File: config.mk
export PLATFORM = sky130hd
export DESIGN_NAME = arcc_top
export DESIGN_NICKNAME = d
export VERILOG_FILES = /design/src/logic/arcc_top.v /design/src/logic/arcc_clk_div.v /design/src/logic/arcc_sar.v
export VERILOG_INCLUDE_DIRS = /design/src /design/src/logic
export SDC_FILE = /design/constraint.sdc
export NUM_CORES = 1
export LEC_CHECK = 0
export ABC_AREA = 1
export BUFFER_PORTS_ARGS = -buffer_cell sky130_fd_sc_hd__buf_2
export CAP_MARGIN = 10
export CORE_ASPECT_RATIO = 1.75
export CORE_MARGIN = 2
export CORE_UTILIZATION = 40
export CTS_CLUSTER_DIAMETER = 120
export DETAILED_ROUTE_END_ITERATION = 8
export REMOVE_ABC_BUFFERS = 1
export SETUP_SLACK_MARGIN = 0.05
export SLEW_MARGIN = 20
export SYNTH_ARGS = -nofsm -noshare
export SYNTH_HDL_FRONTEND = slang
export SYNTH_SLANG_ARGS = --single-unit
File: constraint.sdc
create_clock -name clk_sys_i -period 2.2 [get_ports clk_sys_i]
set_input_delay 0.44 -clock clk_sys_i [delete_from_list [all_inputs] [get_ports clk_sys_i]]
set_output_delay 0.44 -clock clk_sys_i [all_outputs]
set_load 0.05 [all_outputs]
File: src/logic/arcc_defines.vh
/*
  Constants of the converter result and clock control block: register
  offsets, field positions, reset values and sequencing counts.
  Assumes inclusion by the top and sequencer design files and the assertion checker, by bare name.
*/
`ifndef ARCC_DEFINES_VH
`define ARCC_DEFINES_VH

// Register offsets on the 2-bit register port.
`define ARCC_OFF_STATUS_CONTROL 2'h0
`define ARCC_OFF_RESULT_HIGH 2'h1
`define ARCC_OFF_RESULT_LOW 2'h2
`define ARCC_OFF_CLOCK_CONFIG 2'h3

// Reset values.
`define ARCC_RST_STATUS_CONTROL 8'h1F
`define ARCC_RST_CLOCK_CONFIG 8'h00

// Field positions in status_control.
`define ARCC_SC_COMPLETE 7
`define ARCC_SC_INT_ENABLE 6
`define ARCC_SC_CONTINUOUS 5
`define ARCC_SC_CHAN_HI 4
`define ARCC_SC_CHAN_LO 0
`define ARCC_CHAN_OFF 5'h1F

// Field positions in converter_clock_config.
`define ARCC_CC_LOW_POWER 7
`define ARCC_CC_DIV_HI 6
`define ARCC_CC_DIV_LO 5
`define ARCC_CC_INPUT_CLK 4
`define ARCC_CC_MODE_HI 3
`define ARCC_CC_MODE_LO 2
`define ARCC_CC_LONG_SAMPLE 1
`define ARCC_CC_ASYNC_EN 0

// Mode field encodings.
`define ARCC_MODE_8BIT_SW 2'h0
`define ARCC_MODE_10BIT_SW 2'h1
`define ARCC_MODE_RESERVED 2'h2
`define ARCC_MODE_10BIT_HW 2'h3

// Sampling phase in converter clock edges, the half cycle before the
// first edge included: 3.5 and 23.5 cycles.
`define ARCC_SAMPLE_SHORT 5'h04
`define ARCC_SAMPLE_LONG 5'h18

// Approximation width: ten result bits plus one rounding bit.
`define ARCC_RAW_W 11
`define ARCC_RAW_MSB 11'h400

`endif

File: src/logic/arcc_top.v
/*
  Result holding, converter clock generation, mode selection and
  rounding of a successive approximation converter, with its registers
  on a plain read/write port. Assumes the alternate and asynchronous
  clock sources arrive as one-cycle ticks synchronous to clk_sys_i, and
  that the analog array answers the trial code on cmp_i.
*/
// The register addresses and the plain strobed port were chosen for this implementation.
`timescale 1ns/1ps
`include "arcc_defines.vh"
module arcc_top (
  // Clock and reset.
  input wire clk_sys_i,
  input wire reset_n_i,
  // Register port.
  input wire [1:0] addr_i,
  input wire [7:0] wr_data_i,
  input wire wr_i,
  input wire rd_i,
  output reg [7:0] rd_data_o,
  // Clock sources and system state.
  input wire alt_clk_tick_i,
  input wire async_clk_tick_i,
  input wire stop_mode_i,
  input wire hw_trigger_i,
  // Analog array.
  input wire cmp_i,
  output reg conv_on_o,
  output reg sample_o,
  output reg low_power_o,
  output reg async_clk_run_o,
  output reg [4:0] channel_o,
  output reg [`ARCC_RAW_W-1:0] trial_o,
  // Status.
  output reg complete_o
);

  // Rounds the raw approximation to eight or ten bits, saturating.
  function [9:0] round_res;
    input [`ARCC_RAW_W-1:0] raw;
    input ten;
    reg [11:0] sum;
    begin
      if (ten) begin
        sum = {1'b0, raw} + 12'h001;
        round_res = sum[11] ? 10'h3FF : sum[10:1];
      end else begin
        sum = {1'b0, raw} + 12'h004;
        round_res = sum[11] ? 10'h0FF : {2'h0, sum[10:3]};
      end
    end
  endfunction

  // One-hot sequencing states.
  localparam ST_IDLE = 3'b001;
  localparam ST_CONV = 3'b010;
  localparam ST_WAIT = 3'b100;

  reg [2:0] state_ff;
  reg [2:0] nxt_state;
  reg [7:0] clk_cfg_ff;
  reg int_en_ff;
  reg cont_ff;
  reg [4:0] chan_ff;
  reg complete_ff;
  reg locked_ff;
  reg [1:0] res_high_ff;
  reg [7:0] res_low_ff;
  reg [7:0] rd_mux;

  wire wr_sc;
  wire wr_cc;
  wire rd_high;
  wire rd_low;
  wire [1:0] mode;
  wire ten_bit;
  wire hw_mode;
  wire async_en;
  wire chan_off;
  wire stop_kill;
  wire src_tick;
  wire converter_clock_tick;
  wire sar_busy;
  wire sar_sample;
  wire sar_done;
  wire [`ARCC_RAW_W-1:0] sar_trial;
  wire [`ARCC_RAW_W-1:0] sar_raw;
  wire [9:0] rounded;
  wire sw_start;
  wire hw_start;
  wire cont_start;
  wire start;
  wire abort;
  wire take_result;

  // Register port decode.
  assign wr_sc = wr_i && (addr_i == `ARCC_OFF_STATUS_CONTROL);
  assign wr_cc = wr_i && (addr_i == `ARCC_OFF_CLOCK_CONFIG);
  assign rd_high = rd_i && (addr_i == `ARCC_OFF_RESULT_HIGH);
  assign rd_low = rd_i && (addr_i == `ARCC_OFF_RESULT_LOW);

  // Mode decoding; the reserved code runs as 10-bit software mode.
  assign mode = clk_cfg_ff[`ARCC_CC_MODE_HI:`ARCC_CC_MODE_LO];
  assign ten_bit = (mode != `ARCC_MODE_8BIT_SW);
  assign hw_mode = (mode == `ARCC_MODE_10BIT_HW);
  assign async_en = clk_cfg_ff[`ARCC_CC_ASYNC_EN];
  assign chan_off = (chan_ff == `ARCC_CHAN_OFF);

  // Without the asynchronous clock, stop mode ends all conversion work.
  assign stop_kill = stop_mode_i && !async_en;

  // Input clock choice for the divider.
  assign src_tick = async_en ? async_clk_tick_i :
                    (clk_cfg_ff[`ARCC_CC_INPUT_CLK] ? 1'b1 :
                     alt_clk_tick_i);

  // Start sources.
  assign sw_start = wr_sc && !hw_mode &&
    (wr_data_i[`ARCC_SC_CHAN_HI:`ARCC_SC_CHAN_LO] != `ARCC_CHAN_OFF) &&
    !stop_kill;
  assign hw_start = hw_mode && hw_trigger_i && !chan_off &&
    !stop_kill && (state_ff == ST_WAIT) && !wr_sc && !wr_cc;
  assign cont_start = cont_ff && !chan_off && !stop_kill && sar_done &&
    !wr_sc && !wr_cc && !hw_mode;
  assign start = sw_start || hw_start || cont_start;

  // A status write, a clock register write or stop without the asynchronous clock abort.
  assign abort = wr_sc || wr_cc || stop_kill;

  // Rounded result and whether it may reach the result registers.
  assign rounded = round_res(sar_raw, ten_bit);
  assign take_result = sar_done && !(ten_bit && locked_ff);

  arcc_clk_div u_clk_div (
    .clk_sys_i(clk_sys_i),
    .reset_n_i(reset_n_i),
    .run_i(sar_busy),
    .src_tick_i(src_tick),
    .div_sel_i(clk_cfg_ff[`ARCC_CC_DIV_HI:`ARCC_CC_DIV_LO]),
    .converter_clock_tick_o(converter_clock_tick)
  );

  arcc_sar u_sar (
    .clk_sys_i(clk_sys_i),
    .reset_n_i(reset_n_i),
    .start_i(start),
    .abort_i(abort),
    .tick_i(converter_clock_tick),
    .long_sample_i(clk_cfg_ff[`ARCC_CC_LONG_SAMPLE]),
    .cmp_i(cmp_i),
    .busy_o(sar_busy),
    .sample_o(sar_sample),
    .done_o(sar_done),
    .trial_o(sar_trial),
    .raw_o(sar_raw)
  );

  // Sequencing: idle, converting, or waiting for a hardware trigger.
  always @* begin
    nxt_state = state_ff;
    case (state_ff)
      ST_IDLE: begin
        if (start) begin
          nxt_state = ST_CONV;
        end else if (wr_sc && hw_mode) begin
          nxt_state = ST_WAIT;
        end
      end
      ST_CONV: begin
        if (start) begin
          nxt_state = ST_CONV;
        end else if (abort) begin
          nxt_state = (wr_sc && hw_mode) ? ST_WAIT : ST_IDLE;
        end else if (sar_done) begin
          nxt_state = (hw_mode && cont_ff) ? ST_WAIT : ST_IDLE;
        end
      end
      ST_WAIT: begin
        if (start) begin
          nxt_state = ST_CONV;
        end else if (wr_cc || stop_kill || chan_off) begin
          nxt_state = ST_IDLE;
        end
      end
      default: begin
        nxt_state = ST_IDLE;
      end
    endcase
  end

  always @(posedge clk_sys_i or negedge reset_n_i) begin
    if (!reset_n_i) begin
      state_ff <= ST_IDLE;
    end else begin
      state_ff <= nxt_state;
    end
  end

  // Control registers; reset gives 8-bit mode and the off channel.
  always @(posedge clk_sys_i or negedge reset_n_i) begin
    if (!reset_n_i) begin
      clk_cfg_ff <= `ARCC_RST_CLOCK_CONFIG;
      int_en_ff <= 1'b0;
      cont_ff <= 1'b0;
      chan_ff <= `ARCC_CHAN_OFF;
    end else begin
      if (wr_cc) begin
        clk_cfg_ff <= wr_data_i;
      end
      if (wr_sc) begin
        int_en_ff <= wr_data_i[`ARCC_SC_INT_ENABLE];
        cont_ff <= wr_data_i[`ARCC_SC_CONTINUOUS];
        chan_ff <= wr_data_i[`ARCC_SC_CHAN_HI:`ARCC_SC_CHAN_LO];
      end else if (wr_cc || stop_kill) begin
        cont_ff <= 1'b0;
      end
    end
  end

  // Result registers, interlock and complete flag.
  always @(posedge clk_sys_i or negedge reset_n_i) begin
    if (!reset_n_i) begin
      res_high_ff <= 2'h0;
      res_low_ff <= 8'h00;
      locked_ff <= 1'b0;
      complete_ff <= 1'b0;
    end else begin
      if (take_result) begin
        res_high_ff <= rounded[9:8];
        res_low_ff <= rounded[7:0];
      end
      if (rd_low || !ten_bit) begin
        locked_ff <= 1'b0;
      end else if (rd_high) begin
        locked_ff <= 1'b1;
      end
      if (sar_done) begin
        complete_ff <= 1'b1;
      end else if (wr_sc || rd_low) begin
        complete_ff <= 1'b0;
      end
    end
  end

  // Read data multiplexer; upper result-high bits always read zero.
  always @* begin
    case (addr_i)
      `ARCC_OFF_STATUS_CONTROL: begin
        rd_mux = {complete_ff, int_en_ff, cont_ff, chan_ff};
      end
      `ARCC_OFF_RESULT_HIGH: begin
        rd_mux = {6'h00, res_high_ff};
      end
      `ARCC_OFF_RESULT_LOW: begin
        rd_mux = res_low_ff;
      end
      `ARCC_OFF_CLOCK_CONFIG: begin
        rd_mux = clk_cfg_ff;
      end
      default: begin
        rd_mux = 8'h00;
      end
    endcase
  end

  // Registered outputs.
  always @(posedge clk_sys_i or negedge reset_n_i) begin
    if (!reset_n_i) begin
      rd_data_o <= 8'h00;
      conv_on_o <= 1'b0;
      sample_o <= 1'b0;
      low_power_o <= 1'b0;
      async_clk_run_o <= 1'b0;
      channel_o <= `ARCC_CHAN_OFF;
      trial_o <= {`ARCC_RAW_W{1'b0}};
      complete_o <= 1'b0;
    end else begin
      rd_data_o <= rd_i ? rd_mux : 8'h00;
      conv_on_o <= sar_busy && !chan_off;
      sample_o <= sar_sample;
      low_power_o <= clk_cfg_ff[`ARCC_CC_LOW_POWER];
      async_clk_run_o <= async_en && sar_busy;
      channel_o <= chan_ff;
      trial_o <= sar_trial;
      complete_o <= complete_ff;
    end
  end

endmodule // arcc_top

File: src/logic/arcc_clk_div.v
/*
  Power-of-two divider that turns input clock ticks into converter
  clock ticks. Assumes one-cycle input ticks on the system clock.
*/
`timescale 1ns/1ps
module arcc_clk_div (
  // Clock and reset.
  input wire clk_sys_i,
  input wire reset_n_i,
  // Control.
  input wire run_i,
  input wire src_tick_i,
  input wire [1:0] div_sel_i,
  // Converter clock tick.
  output reg converter_clock_tick_o
);

  reg [2:0] cnt_ff;
  reg [1:0] div_ff;
  wire [2:0] last;

  // Divide by 1, 2, 4 or 8 from the two-bit field.
  assign last = (3'h1 << div_ff) - 3'h1;

  // A new ratio is taken only at a period boundary, so no short pulse.
  always @(posedge clk_sys_i or negedge reset_n_i) begin
    if (!reset_n_i) begin
      cnt_ff <= 3'h0;
      div_ff <= 2'h0;
      converter_clock_tick_o <= 1'b0;
    end else if (!run_i) begin
      cnt_ff <= 3'h0;
      div_ff <= div_sel_i;
      converter_clock_tick_o <= 1'b0;
    end else if (src_tick_i) begin
      if (cnt_ff == last) begin
        cnt_ff <= 3'h0;
        div_ff <= div_sel_i;
        converter_clock_tick_o <= 1'b1;
      end else begin
        cnt_ff <= cnt_ff + 3'h1;
        converter_clock_tick_o <= 1'b0;
      end
    end else begin
      converter_clock_tick_o <= 1'b0;
    end
  end

endmodule // arcc_clk_div

File: src/logic/arcc_sar.v
/*
  Sampling and successive approximation sequencer. Assumes the analog
  comparator answers the trial code before the next converter tick.
*/
`timescale 1ns/1ps
`include "arcc_defines.vh"
module arcc_sar (
  // Clock and reset.
  input wire clk_sys_i,
  input wire reset_n_i,
  // Control.
  input wire start_i,
  input wire abort_i,
  input wire tick_i,
  input wire long_sample_i,
  input wire cmp_i,
  // Status and data.
  output reg busy_o,
  output reg sample_o,
  output reg done_o,
  output reg [`ARCC_RAW_W-1:0] trial_o,
  output reg [`ARCC_RAW_W-1:0] raw_o
);

  reg [4:0] samp_ff;
  reg [`ARCC_RAW_W-1:0] bit_ff;
  reg [`ARCC_RAW_W-1:0] code_ff;
  wire [`ARCC_RAW_W-1:0] kept;

  assign kept = cmp_i ? trial_o : code_ff;

  always @(posedge clk_sys_i or negedge reset_n_i) begin
    if (!reset_n_i) begin
      busy_o <= 1'b0;
      sample_o <= 1'b0;
      done_o <= 1'b0;
      samp_ff <= 5'h00;
      bit_ff <= {`ARCC_RAW_W{1'b0}};
      code_ff <= {`ARCC_RAW_W{1'b0}};
      trial_o <= {`ARCC_RAW_W{1'b0}};
      raw_o <= {`ARCC_RAW_W{1'b0}};
    end else begin
      done_o <= 1'b0;
      if (abort_i || start_i) begin
        busy_o <= start_i;
        sample_o <= start_i;
        samp_ff <= long_sample_i ? `ARCC_SAMPLE_LONG :
                   `ARCC_SAMPLE_SHORT;
        bit_ff <= `ARCC_RAW_MSB;
        code_ff <= {`ARCC_RAW_W{1'b0}};
        trial_o <= `ARCC_RAW_MSB;
      end else if (busy_o && tick_i) begin
        if (sample_o) begin
          samp_ff <= samp_ff - 5'h01;
          if (samp_ff == 5'h01) begin
            sample_o <= 1'b0;
          end
        end else begin
          code_ff <= kept;
          bit_ff <= bit_ff >> 1;
          trial_o <= kept | (bit_ff >> 1);
          if (bit_ff[0]) begin
            busy_o <= 1'b0;
            done_o <= 1'b1;
            raw_o <= kept;
          end
        end
      end
    end
  end

endmodule // arcc_sar

Word level (Yosys, flattened, before mapping)
Index checks and enable logic that the tools add are counted.
- eq/ne operators: 17
- reductions and logical operators: 58
- add/subtract/negate cells: 5
- mux-type cells: 58
- shift operators: 1
- bitwise logic cells: 3
- operator list (cell ; count):
    two-way mux 11 bit ; 10
    two-way mux 3 bit ; 12
    case mux 8 bit (4 select lines) ; 1
    logical AND 1 bit ; 27
    two-way mux 1 bit ; 23
    two-way mux 10 bit ; 2
    two-way mux 5 bit ; 4
    two-way mux 8 bit ; 2
    nonzero test 2 bit ; 7
    adder 11 x 1 -> 12 bit (second input constant) ; 1
    adder 11 x 3 -> 12 bit (second input constant) ; 1
    OR 11 x 10 -> 11 bit ; 1
    logical OR 1 bit ; 9
    case mux 3 bit (3 select lines) ; 1
    zero test 1 bit ; 8
    == test 2 bit (second input constant) ; 3
    two-way mux 2 bit ; 3
    != test 2 bit (second input constant) ; 3
    AND reduction 2 bit ; 3
    AND reduction 3 bit ; 2
    == test 5 x 1 -> 1 bit (second input constant) ; 1
    == test 5 bit (second input constant) ; 1
    != test 5 bit (second input constant) ; 1
    subtractor 5 x 1 -> 5 bit (second input constant) ; 1
    other kinds (14) ; 15
- output and inout bits: 29
- register bits after elaboration: 117
- input bits: 19

Longest topological paths before layout
- word-level depth: 12
- depth in mapped cells: 12
- gate-level depth less buffers: 12

By module
A second synthesis with hierarchy kept.
- cells, all modules: 619
- area total of the unflattened synthesis: 5378.9 um^2
- by module, submodules not included (module ; times used ; area each (um^2) ; cells each ; seq. area each (um^2)):
    arcc_top ; 1 ; 2752.6 ; 319 ; 1490.2
    arcc_sar ; 1 ; 2296.0 ; 258 ; 1301.2
    arcc_clk_div ; 1 ; 330.3 ; 42 ; 150.1

Worst setup path after synthesis
No wires, ideal clock.
- kind: input-to-reg
- start point: in addr_i[1]
- end point: reg u_sar.trial_o[0]
- buffers on the path: 1
- stages on the path: 10
- data required time: 2.131 ns
- arrival: 1.523 ns
- library setup time: 0.069 ns
- slack: 0.608 ns
- cell sequence: nor2_4 > nand3_1 > nor2_1 > nor2_1 > nand3_2 > nand2_4 > a21oi_4 > buf_6 > nand2_1 > nand3_1
- word-level cells in the longest chain between the ends: 10
- elaborated cells on any way between the ends: 23
- classes of those cells: eq/ne (2); mux (1); reduce/logical (20)
- RTL lines (item ; line ; text):
    from (decl) ; arcc_top.v:16 ; input wire [1:0] addr_i,
    zero test 2 bit ; -- ;
    logical AND 1 bit ; arcc_top.v:97 ; assign wr_sc = wr_i && (addr_i == `ARCC_OFF_STATUS_CONTROL);
    logical AND 1 bit or zero test 1 bit (tied branches) ; arcc_top.v:118, arcc_top.v:122, arcc_top.v:124 ;
    logical AND 1 bit (on tied branches) ; arcc_top.v:118, arcc_top.v:122, arcc_top.v:123 ;
    logical AND 1 bit (on tied branches) ; arcc_top.v:118, arcc_top.v:122, arcc_top.v:124 ;
    logical OR 1 bit or logical AND 1 bit (tied branches) ; arcc_top.v:125, arcc_top.v:124 ;
    logical OR 1 bit ; arcc_top.v:125 ; assign start = sw_start || hw_start || cont_start;
    logical OR 1 bit * ; arcc_sar.v:44 ; if (abort_i || start_i) begin
    != test 2 bit (no line) or nonzero test 2 bit (tied branches) ; -- ;
    AND reduction 2 bit (no line) ; -- ;
    to (signal assigned) ; arcc_sar.v:40 ; trial_o <= {`ARCC_RAW_W{1'b0}};
    to (signal assigned) ; arcc_sar.v:51 ; trial_o <= `ARCC_RAW_MSB;
    to (signal assigned) ; arcc_sar.v:61 ; trial_o <= kept | (bit_ff >> 1);
    to (decl) ; arcc_sar.v:21 ; output reg [`ARCC_RAW_W-1:0] trial_o,
Every way passes the cells marked *; elsewhere a longest branch is shown, timed or not.
A chain may end at the register's enable or synchronous reset.

Worst setup path after layout
- start point: reg chan_ff[1]
- end point: reg u_sar.samp_ff[3]
- word-level cells in the longest chain between the ends: 12
- elaborated cells on any way between the ends: 20
- classes of those cells: eq/ne (1); mux (1); reduce/logical (18)
- RTL lines (item ; line ; text):
    from (decl) ; arcc_top.v:64 ; reg [4:0] chan_ff;
    from (signal assigned) ; arcc_top.v:205 ; chan_ff <= `ARCC_CHAN_OFF;
    from (signal assigned) ; arcc_top.v:213 ; chan_ff <= wr_data_i[`ARCC_SC_CHAN_HI:`ARCC_SC_CHAN_LO];
    == test 5 bit (no line) * ; -- ;
    zero test 1 bit * ; arcc_top.v:121, arcc_top.v:123 ;
    logical AND 1 bit (on tied branches) (2 in series) ; arcc_top.v:121, arcc_top.v:123 ;
    logical AND 1 bit (on tied branches) (2 in series) ; arcc_top.v:122, arcc_top.v:123 ;
    logical AND 1 bit (on tied branches) ; arcc_top.v:122, arcc_top.v:124 ;
    logical OR 1 bit or logical AND 1 bit (tied branches) ; arcc_top.v:125, arcc_top.v:124 ;
    logical OR 1 bit * ; arcc_top.v:125 ;
    logical OR 1 bit * ; arcc_sar.v:44 ;
    nonzero test 2 bit (no line) ; -- ;
    AND reduction 2 bit (no line) ; -- ;
    to (signal assigned) ; arcc_sar.v:47 ; samp_ff <= long_sample_i ? `ARCC_SAMPLE_LONG :
    to (signal assigned) ; arcc_sar.v:54 ; samp_ff <= samp_ff - 5'h01;
    to (decl) ; arcc_sar.v:25 ; reg [4:0] samp_ff;
Marks and branches as above.

==> out/metrics.cfg <==
[placement]
gp_congestion=0.958
dpl_cell_area_mm2=0.00581
place_hpwl_mm=9.49
io_buffers=47

[clocking]
cts_buffers=17
clkLatencyLatePin_ps=410
cts_repair_resize_count=0
cts_tree=yes
cts.sinks=117
root_buffer=clkbuf_16
h-tree-depth=4
path_clk_slew_ps=50
cts_buffer_depth=2
holdBufCountCts=0
cts_setup_buffers=0

[yosys]
synthXorXnorAreaFrac_pct=2.47
ys_seq_elements=117
synth_edf_count=0
synth-main-ff-cell=dfrtp_1
synth_cell_type_count=41
synth-compound-area-share_pct=8.85
yosys-top-cells-count=174 x nand2_1, 106 x dfrtp_1, 68 x inv_1, 57 x nand3_1, 55 x o21ai_0
synth_top_family_by_area=simple AND/OR/NAND/NOR gates
synth_mux_area_share_pct=2.26
ys_seq_area_share_pct=55.3
synth_top_area_cell=dfrtp_1
synth_top_area_share_pct=49.9
synth_most_common_cell=nand2_1
synth_area_leaders=dfrtp_1 50%, nand2_1 12%, dfstp_2 5.4%, nand3_1 5.4%, o21ai_0 5.2%
synthArstFlopShare_pct=100
ys_warn_count=0
syn_area_mm2=0.00532
avgSynthCellArea_um2=8.81
syn_inst=603
synthAdderAreaFrac_pct=1.18
yosys.area_share.simple_pct=23.4

[setup_path]
required_ps=2490
worstSetupEndpointType=register
crit_family=simple AND/OR/NAND/NOR gates
critPathKind=reg2reg
crit_top_cell=nand2_1
reg2reg_from=chan_ff[1]$_DFFE_PN1P_
crit_path_start_kind=register
r2r_slack_ps=340
crit_chain=nand2_1 -> nor2_1 -> nand2_1 -> nand2_1 -> nand2_1 -> nand3_2 -> nand2_4 -> a21oi_2 -> inv_1 -> nand2_1 -> nand2_1
crit_cells=11
cp.buffers_inverters=1
crit_arrival_ps=2160
crit_path_max_fanout=9
crit_start=chan_ff[1]$_DFFE_PN1P_
reg2reg_to=u_sar.samp_ff[3]$_DFFE_PN0P_
crit_slowest_cell=dfstp_2
cp-endpoint=u_sar.samp_ff[3]$_DFFE_PN0P_
crit_path_max_incr_delay_ps=580
reg2reg_depth=11

[pwr]
power_frac_seq_pct=40.6
pwr-share-comb_pct=16.5
swShare_pct=29.5
p_sw_mw=1.84
p_leak_nw=3.38
clkPwrFrac_pct=42.9
power_density_mw_per_mm2=978
intPower_mw=4.41
peakVddDrop_v=0.000536

[run]
max-cap-violations=0

[sta]
setup_tns_ps=0
rsz0062_at_grt=no
relSlewSlack_pct=57.5
hold_viol=0
period_minus_slack_ps=1860
setup_viol=0
finalCritPeriodShare_pct=84.7
tightest_slew_ps=633
max_freq_mhz=537
fin_worst_skew_ps=10.5
drv_slew=0

[min_path]
hold_path_class=in2async

[die]
start_util_pct=41.1
die_h_um=156
rows=55
die_w_um=91.1
core_mm2=0.0129
die_area_mm2=0.0143
num_io_pins=48

[grt]
track_usage_pct=19.3
antenna_found_initial=0
first_global_vias=4487
grt_max_degree=43
grt_first_pass_wirelength_mm=21.5
grt_overflow=0

[cells_and_area]
layout-drive-gt1-share_pct=17.5
fin_area_mm2=0.00639
synthToLayoutAreaGrowth_pct=20.3
final_nets=691
nFillCells=1287
diodes=0

[route]
drt-vias-per-instance=4.91
drt-pass1-iter-count=4
route.detailed.drc=0
routedWlPerCell_um=14.8
wl_mm=12.6
vias=4175
drt-initial-drc-count=252
ant_nets=0

[status]
status=completed

## metrics by stage
step | power (mW) | setup WS (ps) | instances | hold WS, ps | utilization, %
after global routing | 6.57 | 205 | 851 | 68.7 | 49.4
after global placement | 3.57 | 211 | 819 | 369 | 44.9
after CTS | 6.31 | 347 | 851 | 29.2 | 49.4
after detailed placement | 3.61 | 162 | 819 | 369 | 44.9
final | 6.25 | 337 | 851 | 20.6 | 49.4
after floorplan | 3.23 | 252 | 589 | 144 | -
## cell type report
cell class                 count  area (µm²)  share of cell area (%)
tap                          171         214                    3.35
multi-input combinational    404        2030                    31.8
timing repair buffer          59         365                    5.72
clock inverter                12         129                    2.02
clock buffer                  20         457                    7.14
inverter                      68         255                    3.99
sequential                   117        2940                    46.0
## how the worst min path moves through the flow
stage               cells past startpoint              startpoint                        end  slack [ps]
finish                                  1               reset_n_i       trial_o[0]$_DFF_PN0_          20
global route                            1               reset_n_i       trial_o[0]$_DFF_PN0_          70
CTS                                     1               reset_n_i       trial_o[0]$_DFF_PN0_          30
detailed placement                      0  chan_ff[3]$_DFFE_PN1P_     channel_o[3]$_DFF_PN1_         370
global placement                        0  chan_ff[3]$_DFFE_PN1P_     channel_o[3]$_DFF_PN1_         370
floorplan                               0               reset_n_i  async_clk_run_o$_DFF_PN0_         140
## worst register-to-register path, cell delays in order, from the launching register on
cell and delay, ps:
dfstp_2 580, nand2_1 70, nor2_1 120, nand2_1 90
nand2_1 70, nand2_1 60, nand3_2 120, nand2_4 120
a21oi_2 270, inv_1 120, nand2_1 80, nand2_1 50
## cells by family after synthesis
logic type	after synthesis
DFF	117
AOI/OAI and AO/OA	82
and+or+nand+nor	291
adders and majority gates	5
buffers and inverters	82
xor gates and xnor gates	15
muxes	11
## cell usage in the layout, fill, tap and decap left out, drive strengths merged
master / instances
clkbuf: 20
o21bai: 1
mux2i: 3
nand3: 59
o21ai: 56
mux2: 8
a22o: 1
o31ai: 2
clkinvlp: 5
a31o: 1
ha: 5
a31oi: 1
and3: 1
nor2: 44
o211ai: 4
nand3b: 1
buf: 59
o22ai: 2
nor3: 7
bufinv: 2
a211oi: 1
inv: 69
nand4: 3
o2bb2ai: 1
nand2: 176
dfrtp: 106
xnor2: 4
clkinv: 4
xor2: 11
a221oi: 2
a21oi: 9
a21boi: 1
dfstp: 11
## state kept, by name, indices dropped and copies added (netlist names), 2 cells and up
register / count
state_ff: 3
u_sar.code_ff: 11
u_sar.trial_o: 11
clk_cfg_ff: 8
res_high_ff: 2
channel_o: 5
rd_data_o: 8
res_low_ff: 8
u_sar.raw_o: 11
u_clk_div.div_ff: 2
u_sar.bit_ff: 11
chan_ff: 5
u_clk_div.cnt_ff: 3
trial_o: 11
u_sar.samp_ff: 5
## routing by layer
metal / track usage, % / routed length, µm
met2: 36.0 / 6960
met1: 20.3 / 4760
met3: 3.76 / 384
met4: 10.2 / 482
met5: 0 / 0
## power by group through the flow
stage | Clock (mW) | Sequential (mW) | Combinational (mW)
6_report | 2.68 | 2.54 | 1.03
3_3_place_gp | 0 | 2.57 | 1.01
4_1_cts | 2.73 | 2.53 | 1.04
5_1_grt | 2.84 | 2.56 | 1.17
2_1_floorplan | 0 | 2.70 | 0.534
3_5_place_dp | 0 | 2.57 | 1.04
No activity file was read; power rests on OpenSTA's default activity.
